===== src/inc/alarm_maint_cfg.svh =====
// constants for the alarm routing and maintenance block
`ifndef ALARM_MAINT_CFG_SVH
`define ALARM_MAINT_CFG_SVH
`define FULL_SEL_W 3
`define RED_SEL_W 2
`define NUM_FULL_SRC 7
`define SRC_REF 0
`define SRC_IPCTL 1
`define SRC_OVEN 2
`define SRC_MONITOR 3
`define SRC_SUPPLY 4
`define SRC_TRIAL7 5
`define SRC_TRIAL24 6
`define SEL_BIT_A 0
`define SEL_BIT_B 1
`define SEL_BIT_MUTE 2
`define VOLT_W 9
`define VOLT_MIN_DV 9'h04c
`define VOLT_MAX_DV 9'h154
`define VOLT_RST_DV 9'h050
`define HOURS_W 16
`define TRIAL7_HOURS 16'h00a8
`define TRIAL24_HOURS 16'h0018
`define TRIAL_RST_HOURS 16'h02d0
`define FEAT_CHARS 20
`define CHAR_W 8
`define CLK_PERIOD_NS 100
`define SEC_NS 1000000000
`define SEC_CYCLES (`SEC_NS / `CLK_PERIOD_NS)
`define HOUR_SECS 3600
`define DLY_W 32
`define BOOT_S1 6'h01
`define BOOT_S2 6'h02
`define BOOT_S5 6'h05
`define BOOT_S10 6'h0a
`define BOOT_S20 6'h14
`define BOOT_S50 6'h32
`endif


===== src/inc/alarm_maint_pkg.sv =====
// types for the alarm routing and maintenance block
`default_nettype none
`include "alarm_maint_cfg.svh"
package alarm_maint_pkg;
   typedef logic [`FULL_SEL_W-1:0] full_sel_t;
   typedef logic [`RED_SEL_W-1:0] red_sel_t;
   typedef struct packed
   {
      full_sel_t [`NUM_FULL_SRC-1:0] full;
      red_sel_t test_sel;
      red_sel_t hw_sel;
      red_sel_t beep_sel;
   } route_cfg_s;
   typedef enum logic [1:0]
   {
      TEST_OFF = 2'b00,
      TEST_LAMP = 2'b01,
      TEST_SELF = 2'b10,
      TEST_BOTH = 2'b11
   } test_mode_e;
   typedef enum logic [2:0]
   {
      BOOT_NORMAL = 3'b000,
      BOOT_NOW = 3'b001,
      BOOT_1S = 3'b010,
      BOOT_2S = 3'b011,
      BOOT_5S = 3'b100,
      BOOT_10S = 3'b101,
      BOOT_20S = 3'b110,
      BOOT_50S = 3'b111
   } boot_code_e;
   typedef enum logic [1:0]
   {
      INST_IDLE = 2'b00,
      INST_DOWNLOAD = 2'b01,
      INST_VERIFY = 2'b10,
      INST_INSTALL = 2'b11
   } install_e;
   typedef enum logic [1:0]
   {
      BST_IDLE = 2'b00,
      BST_WAIT = 2'b01,
      BST_FIRE = 2'b10
   } boot_state_e;
   typedef struct packed
   {
      logic ref_osc;
      logic ipctl;
      logic oven;
      logic monitor;
      logic hw;
   } fault_s;
endpackage
`default_nettype wire


===== src/rtl/alarm_maint.sv =====
// alarm routing, carrier mute, beeper and maintenance controls
// Notes on behaviour
// - full selector 0-3: none, A, B, both
// - full selector 4-7: mute plus none/A/B/both
// - reference oscillator fault has own selector
// - ip control port fault has own selector
// - monitor input fault has own selector
// - undervoltage when supply below threshold
// - threshold accepted 7.6 to 34.0 V, 0.1 V
// - trial under seven days raises warning
// - trial under 24 hours raises warning
// - beeper on never, A, B or either
// - test and hardware faults: A/B only
// - test mode off, lamp, self, both
// - boot codes: normal, now, delayed reboot
// - boot control written only in admin
// - admin selector gates boot control and image selection
// - image selection only in admin mode
// - installer status reports four states
// - accept permanent or trial feature code
// - keep remaining trial hours
// - report measured supply voltage
`include "alarm_maint_cfg.svh"
`timescale 1ns/100ps
`default_nettype none
module alarm_maint
#(
   parameter int SEC_CYCLES = `SEC_CYCLES,
   parameter int HOUR_SECS = `HOUR_SECS,
   parameter logic [`HOURS_W-1:0] TRIAL_HOURS = `TRIAL_RST_HOURS
)
(
   input wire logic MCLK_IN,
   input wire logic ARST_N_IN,
   input wire alarm_maint_pkg::route_cfg_s ROUTE_CFG_IN,
   input wire alarm_maint_pkg::fault_s FAULT_IN,
   input wire logic [`VOLT_W-1:0] SUPPLY_DV_IN,
   input wire logic THRESH_WR_IN,
   input wire logic [`VOLT_W-1:0] THRESH_DV_IN,
   input wire logic [1:0] TEST_MODE_IN,
   input wire logic ADMIN_IN,
   input wire logic BOOT_WR_IN,
   input wire logic [2:0] BOOT_CODE_IN,
   input wire logic IMAGE_WR_IN,
   input wire logic IMAGE_SEL_IN,
   input wire logic RUNNING_IMAGE_IN,
   input wire logic [1:0] INSTALL_STATE_IN,
   input wire logic FEAT_WR_IN,
   input wire logic FEAT_TRIAL_IN,
   input wire logic [`FEAT_CHARS*`CHAR_W-1:0] FEAT_CODE_IN,
   output logic ALARM_A_OUT,
   output logic ALARM_B_OUT,
   output logic MUTE_OUT,
   output logic BEEP_OUT,
   output logic UNDERVOLT_OUT,
   output logic [`VOLT_W-1:0] SUPPLY_DV_OUT,
   output logic [`VOLT_W-1:0] THRESH_DV_OUT,
   output logic LAMP_TEST_OUT,
   output logic SELF_TEST_OUT,
   output logic ADMIN_OUT,
   output logic [2:0] BOOT_CODE_OUT,
   output logic REBOOT_OUT,
   output logic IMAGE_OUT,
   output var alarm_maint_pkg::install_e INSTALL_STATE_OUT,
   output logic FEAT_PERM_OUT,
   output logic TRIAL_ACTIVE_OUT,
   output logic [`FEAT_CHARS*`CHAR_W-1:0] FEAT_CODE_OUT,
   output logic [`HOURS_W-1:0] TRIAL_HOURS_OUT,
   output logic TRIAL7_OUT,
   output logic TRIAL24_OUT
);
   // ==========================================================
   // fault sources and routing
   logic [`NUM_FULL_SRC-1:0] src;
   logic [`NUM_FULL_SRC-1:0] hit_a;
   logic [`NUM_FULL_SRC-1:0] hit_b;
   logic [`NUM_FULL_SRC-1:0] hit_m;
   logic test_active;
   logic next_a;
   logic next_b;
   logic next_beep;
   logic undervolt;
   logic trial7;
   logic trial24;
   assign test_active = (TEST_MODE_IN != alarm_maint_pkg::TEST_OFF);
   assign src[`SRC_REF] = FAULT_IN.ref_osc;
   assign src[`SRC_IPCTL] = FAULT_IN.ipctl;
   assign src[`SRC_OVEN] = FAULT_IN.oven;
   assign src[`SRC_MONITOR] = FAULT_IN.monitor;
   assign src[`SRC_SUPPLY] = undervolt;
   assign src[`SRC_TRIAL7] = trial7;
   assign src[`SRC_TRIAL24] = trial24;
   genvar gi;
   generate
      for (gi = 0; gi < `NUM_FULL_SRC; gi++)
      begin : g_route
         assign hit_a[gi] = src[gi] & ROUTE_CFG_IN.full[gi][`SEL_BIT_A];
         assign hit_b[gi] = src[gi] & ROUTE_CFG_IN.full[gi][`SEL_BIT_B];
         assign hit_m[gi] = src[gi] & ROUTE_CFG_IN.full[gi][`SEL_BIT_MUTE];
      end
   endgenerate
   assign next_a = (|hit_a) | (test_active & ROUTE_CFG_IN.test_sel[`SEL_BIT_A])
                   | (FAULT_IN.hw & ROUTE_CFG_IN.hw_sel[`SEL_BIT_A]);
   assign next_b = (|hit_b) | (test_active & ROUTE_CFG_IN.test_sel[`SEL_BIT_B])
                   | (FAULT_IN.hw & ROUTE_CFG_IN.hw_sel[`SEL_BIT_B]);
   assign next_beep = (next_a & ROUTE_CFG_IN.beep_sel[`SEL_BIT_A])
                      | (next_b & ROUTE_CFG_IN.beep_sel[`SEL_BIT_B]);
   always_ff @(posedge MCLK_IN or negedge ARST_N_IN)
   begin
      if (!ARST_N_IN)
      begin
         ALARM_A_OUT <= 1'b0;
         ALARM_B_OUT <= 1'b0;
         MUTE_OUT <= 1'b0;
         BEEP_OUT <= 1'b0;
      end
      else
      begin
         ALARM_A_OUT <= next_a;
         ALARM_B_OUT <= next_b;
         // mute is or of mute routes
         MUTE_OUT <= |hit_m;
         BEEP_OUT <= next_beep;
      end
   end
   // ==========================================================
   // supply monitor
   // out-of-range threshold writes are dropped, old value kept
   assign undervolt = (SUPPLY_DV_OUT < THRESH_DV_OUT);
   always_ff @(posedge MCLK_IN or negedge ARST_N_IN)
   begin
      if (!ARST_N_IN)
      begin
         SUPPLY_DV_OUT <= '0;
         THRESH_DV_OUT <= `VOLT_RST_DV;
         UNDERVOLT_OUT <= 1'b0;
      end
      else
      begin
         SUPPLY_DV_OUT <= SUPPLY_DV_IN;
         if (THRESH_WR_IN && THRESH_DV_IN >= `VOLT_MIN_DV && THRESH_DV_IN <= `VOLT_MAX_DV)
         begin
            THRESH_DV_OUT <= THRESH_DV_IN;
         end
         UNDERVOLT_OUT <= undervolt;
      end
   end
   // ==========================================================
   // test mode, admin, image and installer
   always_ff @(posedge MCLK_IN or negedge ARST_N_IN)
   begin
      if (!ARST_N_IN)
      begin
         LAMP_TEST_OUT <= 1'b0;
         SELF_TEST_OUT <= 1'b0;
         ADMIN_OUT <= 1'b0;
         IMAGE_OUT <= 1'b0;
         INSTALL_STATE_OUT <= alarm_maint_pkg::INST_IDLE;
      end
      else
      begin
         LAMP_TEST_OUT <= TEST_MODE_IN[0];
         SELF_TEST_OUT <= TEST_MODE_IN[1];
         ADMIN_OUT <= ADMIN_IN;
         // selection in admin, else running image
         if (!ADMIN_OUT)
         begin
            IMAGE_OUT <= RUNNING_IMAGE_IN;
         end
         else if (IMAGE_WR_IN)
         begin
            IMAGE_OUT <= IMAGE_SEL_IN;
         end
         INSTALL_STATE_OUT <= alarm_maint_pkg::install_e'(INSTALL_STATE_IN);
      end
   end
   // ==========================================================
   // delayed reboot
   alarm_maint_pkg::boot_state_e boot_state;
   logic [`DLY_W-1:0] boot_cnt;
   logic boot_take;
   function automatic logic [`DLY_W-1:0] boot_delay(input logic [2:0] code);
      logic [5:0] secs;
      secs = `BOOT_S1;
      case (alarm_maint_pkg::boot_code_e'(code))
         alarm_maint_pkg::BOOT_2S: secs = `BOOT_S2;
         alarm_maint_pkg::BOOT_5S: secs = `BOOT_S5;
         alarm_maint_pkg::BOOT_10S: secs = `BOOT_S10;
         alarm_maint_pkg::BOOT_20S: secs = `BOOT_S20;
         alarm_maint_pkg::BOOT_50S: secs = `BOOT_S50;
         default: secs = `BOOT_S1;
      endcase
      return `DLY_W'(secs * SEC_CYCLES - 1);
   endfunction
   // write taken only with admin on
   assign boot_take = BOOT_WR_IN & ADMIN_OUT;
   always_ff @(posedge MCLK_IN or negedge ARST_N_IN)
   begin
      if (!ARST_N_IN)
      begin
         boot_state <= alarm_maint_pkg::BST_IDLE;
         boot_cnt <= '0;
         BOOT_CODE_OUT <= alarm_maint_pkg::BOOT_NORMAL;
         REBOOT_OUT <= 1'b0;
      end
      else
      begin
         REBOOT_OUT <= 1'b0;
         // code picks immediate or timed reboot
         if (boot_take)
         begin
            BOOT_CODE_OUT <= BOOT_CODE_IN;
            boot_cnt <= boot_delay(BOOT_CODE_IN);
            case (alarm_maint_pkg::boot_code_e'(BOOT_CODE_IN))
               alarm_maint_pkg::BOOT_NORMAL: boot_state <= alarm_maint_pkg::BST_IDLE;
               alarm_maint_pkg::BOOT_NOW: boot_state <= alarm_maint_pkg::BST_FIRE;
               default: boot_state <= alarm_maint_pkg::BST_WAIT;
            endcase
         end
         else
         begin
            case (boot_state)
               alarm_maint_pkg::BST_WAIT:
               begin
                  if (boot_cnt == '0)
                     boot_state <= alarm_maint_pkg::BST_FIRE;
                  else
                     boot_cnt <= boot_cnt - 1'b1;
               end
               alarm_maint_pkg::BST_FIRE:
               begin
                  // one-cycle pulse, then back to normal
                  REBOOT_OUT <= 1'b1;
                  BOOT_CODE_OUT <= alarm_maint_pkg::BOOT_NORMAL;
                  boot_state <= alarm_maint_pkg::BST_IDLE;
               end
               default: boot_state <= alarm_maint_pkg::BST_IDLE;
            endcase
         end
      end
   end
   // ==========================================================
   // feature codes and trial clock
   logic [`DLY_W-1:0] sec_cnt;
   logic [`DLY_W-1:0] hsec_cnt;
   logic hour_tick;

   // free-running; the first trial hour may be short by up to a whole hour
   always_ff @(posedge MCLK_IN or negedge ARST_N_IN)
   begin
      if (!ARST_N_IN)
      begin
         sec_cnt <= '0;
         hsec_cnt <= '0;
         hour_tick <= 1'b0;
      end
      else
      begin
         hour_tick <= 1'b0;
         if (sec_cnt == `DLY_W'(SEC_CYCLES - 1))
         begin
            sec_cnt <= '0;
            if (hsec_cnt == `DLY_W'(HOUR_SECS - 1))
            begin
               hsec_cnt <= '0;
               hour_tick <= 1'b1;
            end
            else
               hsec_cnt <= hsec_cnt + 1'b1;
         end
         else
            sec_cnt <= sec_cnt + 1'b1;
      end
   end
   assign trial7 = TRIAL_ACTIVE_OUT & (TRIAL_HOURS_OUT < `TRIAL7_HOURS);
   assign trial24 = TRIAL_ACTIVE_OUT & (TRIAL_HOURS_OUT < `TRIAL24_HOURS);
   always_ff @(posedge MCLK_IN or negedge ARST_N_IN)
   begin
      if (!ARST_N_IN)
      begin
         FEAT_PERM_OUT <= 1'b0;
         TRIAL_ACTIVE_OUT <= 1'b0;
         FEAT_CODE_OUT <= '0;
         TRIAL_HOURS_OUT <= '0;
         TRIAL7_OUT <= 1'b0;
         TRIAL24_OUT <= 1'b0;
      end
      else
      begin
         TRIAL7_OUT <= trial7;
         TRIAL24_OUT <= trial24;
         if (FEAT_WR_IN)
         begin
            FEAT_CODE_OUT <= FEAT_CODE_IN;
            if (FEAT_TRIAL_IN)
            begin
               TRIAL_ACTIVE_OUT <= 1'b1;
               TRIAL_HOURS_OUT <= TRIAL_HOURS;
            end
            else
            begin
               FEAT_PERM_OUT <= 1'b1;
            end
         end
         // hourly countdown, ends trial at zero
         else if (hour_tick && TRIAL_ACTIVE_OUT)
         begin
            if (TRIAL_HOURS_OUT <= `HOURS_W'(1))
            begin
               TRIAL_HOURS_OUT <= '0;
               TRIAL_ACTIVE_OUT <= 1'b0;
            end
            else
            begin
               TRIAL_HOURS_OUT <= TRIAL_HOURS_OUT - 1'b1;
            end
         end
      end
   end
endmodule
`default_nettype wire


===== config.mk =====
export PLATFORM = sky130hd
export DESIGN_NAME = alarm_maint
export DESIGN_NICKNAME = d
export VERILOG_FILES = /design/src/inc/alarm_maint_pkg.sv /design/src/rtl/alarm_maint.sv
export VERILOG_INCLUDE_DIRS = /design/src /design/src/inc
export SDC_FILE = /design/constraint.sdc
export NUM_CORES = 1
export LEC_CHECK = 0
export ABC_AREA = 1
export BUFFER_PORTS_ARGS = -buffer_cell sky130_fd_sc_hd__buf_4
export CAP_MARGIN = 20
export CORE_ASPECT_RATIO = 1.4
export CORE_MARGIN = 4
export CORE_UTILIZATION = 53
export CTS_CLUSTER_SIZE = 20
export DETAILED_ROUTE_END_ITERATION = 10
export GPL_ROUTABILITY_DRIVEN = 1
export PLACE_DENSITY = 0.81
export REMOVE_ABC_BUFFERS = 1
export SLEW_MARGIN = 20
export SYNTH_ARGS = -nofsm -noshare
export SYNTH_HDL_FRONTEND = slang
export SYNTH_SLANG_ARGS = --single-unit

===== constraint.sdc =====
create_clock -name MCLK_IN -period 2.5 [get_ports MCLK_IN]
set_clock_uncertainty 0.15 [all_clocks]
set_input_delay 0.25 -clock MCLK_IN [delete_from_list [all_inputs] [get_ports MCLK_IN]]
set_output_delay 0.25 -clock MCLK_IN [all_outputs]
set_load 0.005 [all_outputs]

==> results.txt <==
----------------------------------------------------
[Place]
  HPWL after detailed placement ... 41,500 um
  Final weighted congestion of routability-driven global placement ... 0.958
  Number of input and output port buffers inserted ... 439
  Setup Slack @ Placement ... -1.28 ns

[Timing]
  Crit path setup slack, layout ... -0.430 ns
  Slew headroom ... 0.435
  Min Clock Period, post-route ... 2.93 ns
  Hold violation count in the final report ... 0
  Maximum frequency from static timing analysis ... 341 MHz
  Worst Tran Pin Value ... 0.848 ns
  Fin Hold WS ... 0.0185 ns
  Setup-violating endpoint count in the final report ... 13
  Final Slew Violations ... 0
  Fraction of the cycle the final worst path needs ... 1.17
  RSZ-0062 raised after global routing ... true

[Layout]
  Relative area change from synthesis to final layout ... 49.6%
  Fraction of final layout cells with drive strength greater than 1 ... 0.252
  Total Nets Final ... 3,053
  Utilization after layout ... 0.804
  Most common cell after layout, fill and taps aside ... sky130_fd_sc_hd__nand2_1
  Most frequent cells in the layout ... 777 x sky130_fd_sc_hd__nand2_1, 514 x sky130_fd_sc_hd__buf_4, 309 x sky130_fd_sc_hd__dfrtp_1, 217 x sky130_fd_sc_hd__dlygate4sd3_1, 178 x sky130_fd_sc_hd__inv_1

[Floorplan]
  Die Wd ... 155 um
  Core region area ... 30,000 sq um
  Initial core utilization ... 0.537
  Overall die height ... 214 um
  DIE AREA ... 33,300 sq um
  Placement Rows ... 75
  IO Count ... 440

[Route]
  Initial detailed-routing violation count ... 1,746
  Via density ... 5.60
  Total number of vias ... 17.8k
  Overall routed net length ... 66,400 um
  Routed length per instance ... 20.9 um
  Number of routed nets with antenna violations ... 0
  DRC violations left ... 0
  Number of iterations in the first detailed-routing pass ... 8

[GRT]
  Number of antenna violations at the first check in global routing ... 4
  Total global routing overflow ... 0
  Pin count of the biggest net entering global routing ... 87
  First-pass GRT wire length ... 101,000 um
  Via count of the first global-routing pass ... 18.3k
  Overall fraction of global-route tracks in use ... 0.380

[Power]
  Post-layout power ... 14,600 uW
  PwrDens ... 604 nW/um^2
  Max VDD drop ... 0.489 mV
  Leak ... 0.0122 uW

[Critical path]
  Arrival time at the worst endpoint ... 3.20 ns
  Startpoint type of the worst setup path ... primary input
  Capturing element type of the critical path ... register
  Maximum fanout encountered on the critical timing path ... 3
  Data required time of the critical path ... 2.77 ns
  Start-to-end type of the worst setup path ... in2reg

[Clock tree]
  CTS Root Cell ... sky130_fd_sc_hd__clkbuf_16
  Clock buffers created by TritonCTS ... 30
  Clk slew on worst S/H paths ... 0.07 ns
  Clock Latency Late Sink ... 0.57 ns
  TritonCTS clock tree ... done
  Sinks on Clock Net ... 312
  Maximum root-to-sink buffer count ... 3
  H-tree levels ... 1

[Synthesis]
  Post-synthesis mux area share ... 0
  Arithmetic-cell share of the synthesized area counting full adders, half adders and majority gates ... 0.0471
  Share of synthesized area occupied by flip-flops and latches ... 0.484
  Fraction of synthesized cell area in xor and xnor cells ... 0.0429
  Distinct cell type count of the synthesized netlist ... 58
  Area fraction in and, or, nand and nor cells after synthesis ... 0.309
  Summed instance area of the synthesized netlist ... 16,100 sq um
  Post-Synthesis Mean Instance Area ... 7.89 sq um
  Number of cells produced by synthesis ... 2,044
  Yosys warning total ... 0
  Total of flip-flops plus latches after synthesis ... 312
  Synthesized-area fraction occupied by ao, oa, aoi and oai cells ... 0.0565
  Dominant combinational cell family by area after synthesis ... simple AND/OR/NAND/NOR gates

[Worst hold path]
  Hold Path Class ... in2reg

[Outcome]
  Result of the run ... finished with violations
  Violated checks ... negative setup slack

[Run]
  Number of max-cap violations ... 0

----------------------------------------------------
[state kept, by name, summed over array words and instances, names as in the netlist, 2 cells and up]
name / cells
BOOT_CODE_OUT: 3
FEAT_CODE_OUT: 160
INSTALL_STATE_OUT: 2
TRIAL_HOURS_OUT: 16
SUPPLY_DV_OUT: 9
boot_state: 2
THRESH_DV_OUT: 9
boot_cnt: 32
sec_cnt: 32
hsec_cnt: 32
[critical path, cell delays in order]
cell and delay (ns):
sky130_fd_sc_hd__buf_8 0.10, sky130_fd_sc_hd__inv_4 0.04, sky130_fd_sc_hd__nor2_4 0.10, sky130_fd_sc_hd__inv_2 0.06, sky130_fd_sc_hd__nor2_4 0.13, sky130_fd_sc_hd__ha_4 0.23
sky130_fd_sc_hd__fa_1 0.47, sky130_fd_sc_hd__inv_1 0.05, sky130_fd_sc_hd__fa_1 0.49, sky130_fd_sc_hd__inv_2 0.05, sky130_fd_sc_hd__ha_4 0.23, sky130_fd_sc_hd__a21oi_4 0.18
sky130_fd_sc_hd__nand2_2 0.11, sky130_fd_sc_hd__nand2_2 0.07, sky130_fd_sc_hd__nand2_2 0.07, sky130_fd_sc_hd__buf_6 0.13, sky130_fd_sc_hd__nand2_2 0.04, sky130_fd_sc_hd__nand2_1 0.05
sky130_fd_sc_hd__xor2_1 0.16, sky130_fd_sc_hd__nor2_1 0.10, sky130_fd_sc_hd__o22ai_1 0.09
[cell usage after synthesis (all sizes together)]
| library cell | n | area [sq um] |
|---|---|---|
| a211oi | 1 | 7.51 |
| a21bo | 1 | 10.0 |
| a21oi | 35 | 179 |
| a221oi | 2 | 17.5 |
| a22o | 3 | 26.3 |
| a22oi | 3 | 22.5 |
| a31oi | 3 | 18.8 |
| and3 | 1 | 6.26 |
| buf | 16 | 88.8 |
| clkbuf | 39 | 146 |
| conb | 1 | 3.75 |
| dfrtp | 310 | 7760 |
| dfstp | 2 | 52.6 |
| fa | 8 | 160 |
| ha | 48 | 601 |
| inv | 198 | 743 |
| nand2 | 797 | 3000 |
| nand3 | 72 | 375 |
| nand3b | 6 | 57.6 |
| nand4 | 47 | 294 |
| nor2 | 179 | 724 |
| nor3 | 52 | 280 |
| nor3b | 4 | 30.0 |
| nor4 | 25 | 184 |
| nor4b | 1 | 8.76 |
| o211ai | 5 | 42.5 |
| o21a | 3 | 23.8 |
| o21ai | 84 | 439 |
| o21bai | 2 | 15.0 |
| o221ai | 1 | 8.76 |
| o22ai | 5 | 31.3 |
| o311ai | 1 | 8.76 |
| o31ai | 4 | 35.0 |
| o32ai | 2 | 17.5 |
| o41ai | 1 | 8.76 |
| or2 | 3 | 18.8 |
| xnor2 | 17 | 149 |
| xor2 | 62 | 543 |
[cells by family (layout without fill, tap and decap cells)]
kind of cell | count (synthesis) | in the layout
other cells | 1 | 5
buf+inv | 253 | 1001
xor+xnor | 79 | 79
fa+ha+maj | 56 | 56
compound gates | 156 | 156
simple gates | 1187 | 1187
flops | 312 | 312
[metrics by stage]
step           instance area, sq um  TNS (ns)  instances
5_1_grt                       24100     -6.32       3180
2_1_floorplan                 15900    -13.61       1989
6_report                      24100     -3.97       3181
3_3_place_gp                  20400    -15.80       2893
3_5_place_dp                  20400    -16.52       2893
4_1_cts                       23800     -3.04       3167
[worst paths after layout]
kind / end / slack (ns) / depth (start not counted) / startpoint
max in group asynchronous: THRESH_DV_OUT[4] / 1.34 / 3 / ARST_N_IN
setup reg to reg: BEEP_OUT / 0.06 / 12 / THRESH_DV_OUT[4]
min in group asynchronous: INSTALL_STATE_OUT[0] / 0.03 / 2 / ARST_N_IN
hold reg to reg: FEAT_CODE_OUT[55] / 0.32 / 2 / FEAT_CODE_OUT[55]
setup / recovery: boot_cnt[22] / -0.43 / 21 / BOOT_CODE_IN[2]
hold / removal: boot_cnt[29] / 0.02 / 6 / BOOT_CODE_IN[2]
[final cells by class]
cell class | count | area [sq um]
Sequential cell | 312 | 7810
Fill cell | 1779 | 5890
Tap cell | 385 | 482
Multi-Input combinational cell | 1479 | 7720
Antenna cell | 4 | 10.0
Timing Repair Buffer | 749 | 6310
Clock buffer | 40 | 860
Clock inverter | 14 | 188
Inverter | 198 | 753
[power by group]
part | internal, uW | switching, uW | total [uW] | leakage [uW]
clock | 2840 | 2090 | 4920 | 0.000522
combinational | 1680 | 1950 | 3630 | 0.00777
sequential | 5540 | 493 | 6030 | 0.00388
[repair_timing]
action | 4_1_cts | 5_1_grt
setup buffers | 3 | 10
pin swaps | 24 | 21
resized for setup | 50 | 55
endpoints found under the setup margin | 15 | 18
hold buffers | 217 | 0
endpoints found under the hold margin | 510 | 0
[layer usage]
| metal | up-vias | track usage | routed length, um |
|---|---|---|---|
| met5 | - | 0 | 20 |
| met4 | 2 | 0.245 | 5330 |
| met3 | 384 | 0.0983 | 5920 |
| met2 | 1057 | 0.642 | 32500 |
| met1 | 8433 | 0.418 | 22600 |
| li1 | 7952 | - | - |
Power figures use the tool's default switching activity.
